File: src/include/eac_pkg.sv
// constants for the data eeprom access controller
// assumes the core clock mclk and an 8-bit i/o register space
package eac_pkg;
    // i/o register offsets, data-space alias adds a fixed offset
    localparam logic [5:0] EAC_OFF_CTRL = 6'h1c;
    localparam logic [5:0] EAC_OFF_DATA = 6'h1d;
    localparam logic [5:0] EAC_OFF_ADDR_LO = 6'h1e;
    localparam logic [5:0] EAC_OFF_ADDR_HI = 6'h1f;
    localparam logic [7:0] EAC_DATA_SPACE_OFS = 8'h20;
    localparam logic [7:0] EAC_DATA_SPACE_END = 8'h60;
    localparam logic [7:0] EAC_IO_SPACE_END = 8'h40;
    localparam logic [7:0] EAC_BIT_ACCESS_MAX = 8'h1f;
    // control register field positions
    localparam int EAC_BIT_MODE_HI = 5;
    localparam int EAC_BIT_MODE_LO = 4;
    localparam int EAC_BIT_RDY_IEN = 3;
    localparam int EAC_BIT_MASTER = 2;
    localparam int EAC_BIT_PROG = 1;
    localparam int EAC_BIT_RDSTB = 0;
    // reset values and the erased array byte
    localparam logic [7:0] EAC_RST_DATA = 8'h00;
    localparam logic [1:0] EAC_RST_MODE = 2'b00;
    localparam logic [7:0] EAC_ERASED_BYTE = 8'hff;
    // programming modes
    typedef enum logic [1:0] {
        EAC_MODE_ATOMIC = 2'b00,
        EAC_MODE_ERASE = 2'b01,
        EAC_MODE_WRITE = 2'b10,
        EAC_MODE_RSVD = 2'b11
    } eac_mode_t;
    // timing: programming times run on the calibrated oscillator
    localparam longint EAC_T_ATOMIC_NS = 3400000;
    localparam longint EAC_T_SPLIT_NS = 1800000;
    localparam longint EAC_OSC_KHZ = 8000;
    localparam int EAC_ATOMIC_TICKS =
        int'((EAC_T_ATOMIC_NS * EAC_OSC_KHZ) / 64'd1000000);
    localparam int EAC_SPLIT_TICKS =
        int'((EAC_T_SPLIT_NS * EAC_OSC_KHZ) / 64'd1000000);
    // core-clock windows and stalls
    localparam logic [2:0] EAC_MASTER_CYCLES = 3'd4;
    localparam logic [2:0] EAC_PROG_STALL = 3'd2;
    localparam logic [2:0] EAC_READ_STALL = 3'd4;
endpackage
File: src/hw/eac_downcnt.sv
// loadable down counter with a registered active flag
// assumes load requests come from logic on mclk
`timescale 1ns/1ns
module eac_downcnt
#(
    parameter int WIDTH = 3
)
(
    input wire logic mclk,
    input wire logic rst,
    input wire logic load,
    input wire logic [WIDTH-1:0] load_val,
    output logic active
);
    logic [WIDTH-1:0] cnt;
    logic [WIDTH-1:0] next_cnt;

    // a zero-width counter cannot hold any window
    if (WIDTH < 1)
    begin : g_bad_width
        $error("eac_downcnt: WIDTH must be at least 1");
    end

    // count down to zero, a load always wins
    always_comb
    begin
        if (load)
            next_cnt = load_val;
        else if (cnt != '0)
            next_cnt = cnt - WIDTH'(1);
        else
            next_cnt = cnt;
    end

    // active is a flop so it can drive a port directly
    always_ff @(posedge mclk)
    begin
        if (rst)
        begin
            cnt <= '0;
            active <= 1'b0;
        end
        else
        begin
            cnt <= next_cnt;
            active <= (next_cnt != '0);
        end
    end
endmodule // eac_downcnt

File: src/hw/eac_eeprom_ctrl.sv
// data eeprom access controller: registers, sequencing and array
// assumes a core issuing one i/o access per cycle on mclk and a
// calibrated oscillator delivered as a free-running level
`timescale 1ns/1ns
module eac_eeprom_ctrl
    import eac_pkg::*;
#(
    parameter int ATOMIC_TICKS = EAC_ATOMIC_TICKS,
    parameter int SPLIT_TICKS = EAC_SPLIT_TICKS,
    parameter int TICK_W = 16
)
(
    input wire logic mclk,
    input wire logic rst,
    input wire logic por_rst,
    input wire logic [7:0] acc_addr,
    input wire logic acc_data_space,
    input wire logic acc_rd,
    input wire logic acc_wr,
    input wire logic [7:0] acc_wdata,
    input wire logic acc_bit_set,
    input wire logic acc_bit_clr,
    input wire logic [2:0] acc_bit_idx,
    input wire logic global_irq_en,
    input wire logic osc_clk_in,
    output logic [7:0] acc_rdata,
    output logic acc_bit_test,
    output logic cpu_halt,
    output logic ready_irq
);
    // elaboration guard on the programming counter width
    if (ATOMIC_TICKS < 1 || SPLIT_TICKS < 1 ||
        ATOMIC_TICKS >= (1 << TICK_W) || SPLIT_TICKS >= (1 << TICK_W))
    begin : g_bad_ticks
        $error("eac_eeprom_ctrl: tick counts do not fit TICK_W");
    end

    logic [7:0] mem [256];
    logic [7:0] nvm_data_reg;
    logic [7:0] nvm_addr_low_reg;
    logic [1:0] prog_mode_field;
    logic ready_irq_enable;
    logic master_prog_enable;
    logic prog_enable;
    logic [TICK_W-1:0] prog_cnt;
    eac_mode_t op_mode;
    logic [7:0] op_addr;
    logic [7:0] op_data;
    logic osc_sync;
    logic osc_prev;
    logic osc_tick;
    logic [5:0] reg_idx;
    logic reg_ok;
    logic bit_ok;
    logic bit_op;
    logic wr_any;
    logic [7:0] wmask;
    logic [7:0] wval;
    logic hit_ctrl;
    logic hit_data;
    logic hit_addr;
    logic master_load;
    logic [2:0] master_val;
    logic start_req;
    logic start_ok;
    logic read_req;
    logic read_ok;
    logic halt_load;
    logic [2:0] halt_val;
    logic [7:0] ctrl_view;
    logic [7:0] rd_byte;
    logic [7:0] sel_byte;
    logic prog_done;

    // oscillator edge: two flops, then an edge compare on the output
    eac_sync2 u_osc_sync
    (
        .mclk(mclk),
        .rst(por_rst),
        .din(osc_clk_in),
        .dout(osc_sync)
    );

    always_ff @(posedge mclk)
    begin
        if (por_rst)
            osc_prev <= 1'b0;
        else
            osc_prev <= osc_sync;
    end

    assign osc_tick = osc_sync & ~osc_prev;

    // address decode: direct i/o or the data-space alias
    always_comb
    begin
        if (acc_data_space)
        begin
            reg_idx = 6'(acc_addr - EAC_DATA_SPACE_OFS);
            reg_ok = (acc_addr >= EAC_DATA_SPACE_OFS) &&
                (acc_addr < EAC_DATA_SPACE_END);
        end
        else
        begin
            reg_idx = acc_addr[5:0];
            reg_ok = (acc_addr < EAC_IO_SPACE_END);
        end
    end

    // bit access exists only on the low i/o page, not via the alias
    assign bit_ok = ~acc_data_space && (acc_addr <= EAC_BIT_ACCESS_MAX);
    assign bit_op = (acc_bit_set | acc_bit_clr) & bit_ok;

    // a bit op carries a one-hot mask so other bits are not written
    always_comb
    begin
        if (bit_op)
        begin
            wmask = 8'h01 << acc_bit_idx;
            wval = acc_bit_set ? wmask : 8'h00;
        end
        else
        begin
            wmask = 8'hff;
            wval = acc_wdata;
        end
    end

    assign wr_any = (acc_wr & reg_ok) | bit_op;
    assign hit_ctrl = wr_any && (reg_idx == EAC_OFF_CTRL);
    assign hit_data = wr_any && (reg_idx == EAC_OFF_DATA);
    assign hit_addr = wr_any && (reg_idx == EAC_OFF_ADDR_LO);

    // control strobes decoded from the masked write
    assign master_load = hit_ctrl & wmask[EAC_BIT_MASTER];
    assign master_val = wval[EAC_BIT_MASTER] ? EAC_MASTER_CYCLES : 3'd0;
    assign start_req = hit_ctrl & wmask[EAC_BIT_PROG] & wval[EAC_BIT_PROG];
    // no master window or already busy: the program bit has no effect
    assign start_ok = start_req & master_prog_enable & ~prog_enable;
    assign read_req = hit_ctrl & wmask[EAC_BIT_RDSTB] & wval[EAC_BIT_RDSTB];
    assign read_ok = read_req & ~prog_enable;

    // master enable window, four core cycles from the write
    eac_downcnt #(.WIDTH(3)) u_master
    (
        .mclk(mclk),
        .rst(rst),
        .load(master_load),
        .load_val(master_val),
        .active(master_prog_enable)
    );

    // core stall: two cycles for a start, four for a read, also when a read comes with a start
    assign halt_load = start_ok | read_ok;
    assign halt_val = read_ok ? EAC_READ_STALL : EAC_PROG_STALL;

    eac_downcnt #(.WIDTH(3)) u_halt
    (
        .mclk(mclk),
        .rst(rst),
        .load(halt_load),
        .load_val(halt_val),
        .active(cpu_halt)
    );

    // mode field: frozen while busy, kept through reset when busy
    always_ff @(posedge mclk)
    begin
        if (por_rst)
            prog_mode_field <= EAC_RST_MODE;
        else if (rst)
        begin
            if (!prog_enable)
                prog_mode_field <= EAC_RST_MODE;
        end
        else if (hit_ctrl && !prog_enable)
        begin
            prog_mode_field <= (prog_mode_field & ~wmask[5:4]) |
                (wval[5:4] & wmask[5:4]);
        end
    end

    // ready interrupt enable
    always_ff @(posedge mclk)
    begin
        if (rst || por_rst)
            ready_irq_enable <= 1'b0;
        else if (hit_ctrl && wmask[EAC_BIT_RDY_IEN])
            ready_irq_enable <= wval[EAC_BIT_RDY_IEN];
    end

    // programming sequencer; only power-on stops it, not rst
    assign prog_done = prog_enable && osc_tick &&
        (prog_cnt == TICK_W'(1));

    always_ff @(posedge mclk)
    begin
        if (por_rst)
        begin
            prog_enable <= 1'b0;
            prog_cnt <= '0;
            op_mode <= EAC_MODE_ATOMIC;
            op_addr <= 8'h00;
            op_data <= 8'h00;
        end
        else if (start_ok && !rst)
        begin
            op_mode <= eac_mode_t'(prog_mode_field);
            op_addr <= nvm_addr_low_reg;
            op_data <= nvm_data_reg;
            unique case (eac_mode_t'(prog_mode_field))
                EAC_MODE_ATOMIC:
                begin
                    prog_enable <= 1'b1;
                    prog_cnt <= TICK_W'(ATOMIC_TICKS);
                end
                EAC_MODE_ERASE, EAC_MODE_WRITE:
                begin
                    prog_enable <= 1'b1;
                    prog_cnt <= TICK_W'(SPLIT_TICKS);
                end
                EAC_MODE_RSVD:
                begin
                    prog_enable <= 1'b0;
                    prog_cnt <= '0;
                end
            endcase
        end
        else if (prog_enable && osc_tick)
        begin
            prog_cnt <= prog_cnt - TICK_W'(1);
            if (prog_cnt == TICK_W'(1))
                prog_enable <= 1'b0;
        end
    end

    // array update at the end; write-only just clears bits
    always_ff @(posedge mclk)
    begin
        if (prog_done)
        begin
            unique case (op_mode)
                EAC_MODE_ATOMIC: mem[op_addr] <= op_data;
                EAC_MODE_ERASE: mem[op_addr] <= EAC_ERASED_BYTE;
                EAC_MODE_WRITE: mem[op_addr] <= mem[op_addr] & op_data;
                EAC_MODE_RSVD: mem[op_addr] <= mem[op_addr];
            endcase
        end
    end

    // low address: no reset value, locked while programming
    always_ff @(posedge mclk)
    begin
        if (hit_addr && !prog_enable)
        begin
            nvm_addr_low_reg <= (nvm_addr_low_reg & ~wmask) |
                (wval & wmask);
        end
    end

    assign rd_byte = mem[nvm_addr_low_reg];

    // data register: software writes, or the byte of a read strobe
    always_ff @(posedge mclk)
    begin
        if (rst || por_rst)
            nvm_data_reg <= EAC_RST_DATA;
        else if (read_ok)
            nvm_data_reg <= rd_byte;
        else if (hit_data)
            nvm_data_reg <= (nvm_data_reg & ~wmask) | (wval & wmask);
    end

    // control readback; read strobe bit self-clears so reads zero
    assign ctrl_view = {2'b00, prog_mode_field, ready_irq_enable,
        master_prog_enable, prog_enable, 1'b0};

    // read mux; high address and unmapped offsets read zero
    always_comb
    begin
        sel_byte = 8'h00;
        if (reg_ok)
        begin
            if (reg_idx == EAC_OFF_CTRL)
                sel_byte = ctrl_view;
            else if (reg_idx == EAC_OFF_DATA)
                sel_byte = nvm_data_reg;
            else if (reg_idx == EAC_OFF_ADDR_LO)
                sel_byte = nvm_addr_low_reg;
        end
    end

    // read data and bit test both come one cycle after the request
    always_ff @(posedge mclk)
    begin
        if (rst || por_rst)
        begin
            acc_rdata <= 8'h00;
            acc_bit_test <= 1'b0;
        end
        else if (acc_rd)
        begin
            acc_rdata <= sel_byte;
            acc_bit_test <= bit_ok & sel_byte[acc_bit_idx];
        end
    end

    // level interrupt while idle; global enable comes from the core
    always_ff @(posedge mclk)
    begin
        if (rst || por_rst)
            ready_irq <= 1'b0;
        else
            ready_irq <= ready_irq_enable & global_irq_en &
                ~prog_enable;
    end

    // checks
    a_hi_addr_zero: assert property (
        @(posedge mclk) disable iff (rst || por_rst)
        (acc_rd && reg_ok && reg_idx == EAC_OFF_ADDR_HI)
        |=> acc_rdata == 8'h00)
        else $error("high address register read nonzero");

    a_ctrl_top_zero: assert property (
        @(posedge mclk) disable iff (rst || por_rst)
        (acc_rd && reg_ok && reg_idx == EAC_OFF_CTRL)
        |=> acc_rdata[7:6] == 2'b00)
        else $error("control top bits read nonzero");

    a_mode_frozen: assert property (
        @(posedge mclk) disable iff (rst || por_rst)
        (prog_enable && hit_ctrl)
        |=> $stable(prog_mode_field))
        else $error("mode changed while programming");

    a_start_gated: assert property (
        @(posedge mclk) disable iff (rst || por_rst)
        (start_req && !master_prog_enable && !prog_enable)
        |=> !prog_enable && !cpu_halt)
        else $error("program started without master enable");

    a_master_four: assert property (
        @(posedge mclk) disable iff (rst || por_rst)
        (master_load && wval[EAC_BIT_MASTER])
        ##1 (!master_load)[*4]
        |=> master_prog_enable == 1'b0)
        else $error("master enable window not four cycles");

    a_prog_stall: assert property (
        @(posedge mclk) disable iff (rst || por_rst)
        (start_ok && prog_mode_field != EAC_MODE_RSVD)
        |=> (cpu_halt && prog_enable)[*2] ##1 !cpu_halt)
        else $error("program start stall is not two cycles");

    a_read_stall: assert property (
        @(posedge mclk) disable iff (rst || por_rst)
        read_ok |=> cpu_halt[*4] ##1 !cpu_halt)
        else $error("read stall is not four cycles");

    a_read_data: assert property (
        @(posedge mclk) disable iff (rst || por_rst)
        read_ok |=> nvm_data_reg == $past(rd_byte))
        else $error("read strobe did not load the array byte");

    a_busy_locks: assert property (
        @(posedge mclk) disable iff (rst || por_rst)
        prog_enable |=> $stable(nvm_addr_low_reg) &&
            (!$past(read_req) || $stable(nvm_data_reg)))
        else $error("address or read accepted while busy");

    a_bit_only: assert property (
        @(posedge mclk) disable iff (rst || por_rst)
        (bit_op && hit_data && !read_ok)
        |=> ((nvm_data_reg ^ $past(nvm_data_reg)) & ~$past(wmask))
            == 8'h00)
        else $error("bit operation touched other bits");

    a_rsvd_noop: assert property (
        @(posedge mclk) disable iff (rst || por_rst)
        (start_ok && prog_mode_field == EAC_MODE_RSVD)
        |=> !prog_enable)
        else $error("reserved mode started programming");

    a_irq_idle: assert property (
        @(posedge mclk) disable iff (rst || por_rst)
        (prog_enable ##1 prog_enable) |-> !ready_irq)
        else $error("ready interrupt while programming");

    a_reset_keeps: assert property (
        @(posedge mclk) disable iff (por_rst)
        (rst && prog_enable && !prog_done)
        |=> prog_enable && $stable(prog_mode_field))
        else $error("reset aborted programming");
endmodule // eac_eeprom_ctrl

File: src/hw/eac_sync2.sv
// two-flop synchroniser for one level from another domain
// assumes the input may change at any time relative to mclk
`timescale 1ns/1ns
module eac_sync2
(
    input wire logic mclk,
    input wire logic rst,
    input wire logic din,
    output logic dout
);
    logic meta;

    // first flop only feeds the second one
    always_ff @(posedge mclk)
    begin
        if (rst)
        begin
            meta <= 1'b0;
            dout <= 1'b0;
        end
        else
        begin
            meta <= din;
            dout <= meta;
        end
    end
endmodule // eac_sync2

File: config.mk
export PLATFORM = sky130hd
export DESIGN_NAME = eac_eeprom_ctrl
export DESIGN_NICKNAME = d
export VERILOG_FILES = /design/src/include/eac_pkg.sv /design/src/hw/eac_downcnt.sv /design/src/hw/eac_eeprom_ctrl.sv /design/src/hw/eac_sync2.sv
export SDC_FILE = /design/constraint.sdc
export NUM_CORES = 2
export LEC_CHECK = 0
export BUFFER_PORTS_ARGS = -buffer_cell sky130_fd_sc_hd__buf_2
export CAP_MARGIN = 20
export CORE_MARGIN = 2
export CORE_UTILIZATION = 47
export DETAILED_ROUTE_END_ITERATION = 10
export GPL_ROUTABILITY_DRIVEN = 0
export SLEW_MARGIN = 20
export SYNTH_ARGS = -nofsm -noshare
export SYNTH_HDL_FRONTEND = slang
export SYNTH_SLANG_ARGS = --single-unit
export TNS_END_PERCENT = 30
File: constraint.sdc
create_clock -name mclk -period 12.35 [get_ports mclk]
set_input_delay 1.235 -clock mclk [delete_from_list [all_inputs] [get_ports mclk]]
set_output_delay 1.235 -clock mclk [all_outputs]
set_load 0.005 [all_outputs]
==> flow_metrics.py <==
metrics = {
    "worst_hold_path": {
        "hp-class": "reg2reg",
    },
    "detailed_routing": {
        "routedWlPerCell_um": 41.1,
        "dr.pass1.iters": 6,
        "vias": 59035,
        "wirelength_mm": 340,
        "avgViaCountPerCell": 7.13,
        "postRouteAntennaNets": 0,
        "drtIter0Drc": 10145,
        "drc": 0,
    },
    "run": {
        "drv_cap": 0,
    },
    "power_and_ir_drop": {
        "power.density_nw_per_um2": 133,
        "ir_drop_mv": 0.129,
        "leakagePower_uw": 0.0271,
    },
    "clock_network": {
        "cts.sinks": 2139,
        "htree_num_levels": 4,
        "cts_inserted_buffers": 224,
        "post-cts-setup-buffers": 0,
        "cts_resized": 0,
        "postCtsHoldBufs": 0,
        "path_clk_slew_ps": 60,
        "clkLatencyLatePin_ps": 900,
        "clk_path_buf_depth": 3,
        "cts_tree": "yes",
        "cts-root-buf": "clkbuf_16",
    },
    "timing": {
        "final.min_clock_period_ps": 6620,
        "timing.setup.tns_ps": 0,
        "hold_viol_final": 0,
        "max_freq_mhz": 151,
        "finalSetupViolations": 0,
        "maxSlewHeadroom_pct": 8.53,
        "hold_ws_ps": 464,
        "skew_ps": 34.5,
        "worstMarginPinSlew_ps": 1350,
        "layout_worst_path_cycle_share_pct": 53.6,
        "finalMaxSlewViolations": 0,
        "rsz0062_at_grt": "no",
    },
    "logic_synthesis": {
        "synthFlopType": "edfxtp_1",
        "ys_seq_area_share_pct": 63.6,
        "syn_inst": 5106,
        "synth.area.top_cells": "edfxtp_1 62%, mux4_2 26%, dfxtp_1 1.7%",
        "synth_edf_count": 2056,
        "syn_nets": 5146,
        "yosys.area.top_type": "edfxtp_1",
        "syn_avg_cell_area_um2": 19.5,
        "yosys_warnings": 0,
        "synth.top_cell.area_share_pct": 61.9,
        "syn_area_um2": 99700,
        "async_flop_share_pct": 0,
        "ys_types": 80,
        "ys_seq_elements": 2139,
    },
    "grt": {
        "gr-total-overflow": 0,
        "antenna_found_initial": 22,
        "grtUsageMet1_pct": 44.3,
        "grt_pass1_vias": 57286,
        "grt_max_degree": 113,
        "gr-usage-met3_pct": 9.19,
        "use_met2_pct": 45.7,
        "grt_pass1_wl_mm": 469,
        "grt_busiest_layer": "met2",
        "track_usage_pct": 31.5,
    },
    "floorplan": {
        "std_cell_rows": 169,
        "die_y_um": 465,
        "io_pins": 40,
        "core_area_um2": 211000,
        "dieArea_um2": 216000,
        "die_w_um": 465,
        "start_util_pct": 47.2,
    },
    "placement": {
        "portBuffers": 39,
        "dpl.hpwl_mm": 218,
        "dp_cells": 7847,
    },
    "setup_path": {
        "arrival_ps": 7210,
        "slowest_delay_ps": 670,
        "start_kind": "flop",
        "crit_type": "reg2reg",
        "slowest_stage": "buf_4",
        "crit_chain": "buf_12, buf_12, mux4_2, mux4_2, o22ai_1, a2111o_1, nand3_4, buf_4, buf_4, buf_16",
        "critPathRequiredTime_ps": 12950,
        "cp_max_fo": 93,
        "cp-end-kind": "flop",
    },
    "cells_and_area": {
        "regMostFlops": "mem",
        "largest_reg_flops": 2048,
        "synthToLayoutAreaGrowth_pct": 12.0,
        "top_regs": "mem: 2048 flops, prog_cnt: 16 flops",
        "stdcell_count": 8277,
        "drive_gt1_share_pct": 35.1,
        "utilization_pct": 52.8,
        "nNetsFinal": 5294,
    },
    "status": {
        "status": "finished, final reports clean",
    },
}
## critical path, delay by kind of cell (launching register included)
kind                   cells  cell delay [ps]
multiplexers               2             1130
flip-flops                 1              610
AND/OR/NAND/NOR            1              660
AO/OA/AOI/OAI              2              910
buffers and inverters      5             2430
## synthesized netlist by cell type, types with 7 or more instances
library cell	number
inv_1	27
xnor2_1	9
dfxtp_1	83
o21ai_0	40
nor4_1	17
clkbuf_1	169
nor3_1	50
mux4_2	1150
a22o_1	21
a31oi_1	9
o22ai_1	26
buf_4	66
ha_1	11
xor2_1	8
buf_2	130
nand2b_1	25
a22oi_1	124
mux2i_1	103
and3_1	7
a21oi_1	84
nand3_1	70
a221oi_1	24
buf_1	30
a211oi_1	25
o32ai_1	10
a21o_1	8
o31ai_1	9
nor2b_1	45
nand2_1	152
o211ai_1	13
nand4_1	18
nor2_1	345
and2_1	8
edfxtp_1	2056
mux2_2	16
o2111ai_1	11
## cells by family after synthesis
family                   count (synthesis)  synth area share [%]
flip-flops                            2139                  63.6
multiplexers                          1269                  27.2
AND/OR/NAND/NOR                        784                  3.62
AO/OA/AOI/OAI                          461                  3.29
buffers and inverters                  425                  2.03
XOR/XNOR                                17                 0.149
adder cells (fa/ha/maj)                 11                 0.138
## cell type report
class                      count  area [um^2]
inverter                      28          108
sequential                  2139        63400
timing repair buffer         319         2540
antenna                       11         27.5
clock inverter               153         1550
fill                       16606        99800
tap                         2821         3530
clock buffer                 264         5910
multi-input combinational   2542        34600
## metal layers
layer  wire length [um]  vias up
li1                   -    22326
met1             128000    31612
met2             151000     4306
met3              43000      779
met5                 79        -
met4              18100       12
## path summary, 6_finish.rpt
path,start,slack (ps),endpoint,cells past startpoint
max,flop,5730,mem[224][0],10
max reg2reg,flop,5730,mem[224][0],10
min,u_osc_sync.meta,460,u_osc_sync.dout,1
min reg2reg,u_osc_sync.meta,460,u_osc_sync.dout,1
## metrics by stage
stage / setup WS [ps] / power, uW / area [um^2]
floorplan: 1750 / 8060 / 99700
global placement: 5720 / 8090 / 104000
detailed placement: 5580 / 8090 / 104000
CTS: 5560 / 14900 / 112000
global route: 5370 / 15200 / 112000
finish: 5730 / 14900 / 112000
## placed cells by master (no fill, tap or decap), drive strengths merged, types with 51 or more instances in the layout
cell	instances
dfxtp	83
nand3	71
clkbuf	264
mux2i	103
nand2	155
a21oi	84
edfxtp	2056
clkinv	111
a22oi	124
buf	319
mux4	1150
nor2	345
nor3	51
## where the power goes
| group | switching [uW] | internal (uW) | total, uW |
|---|---|---|---|
| logic | 59.8 | 37.3 | 97.2 |
| registers | 6.94 | 7830 | 7840 |
| clock network | 2930 | 4000 | 6930 |
(Power assumes the default switching activity.)
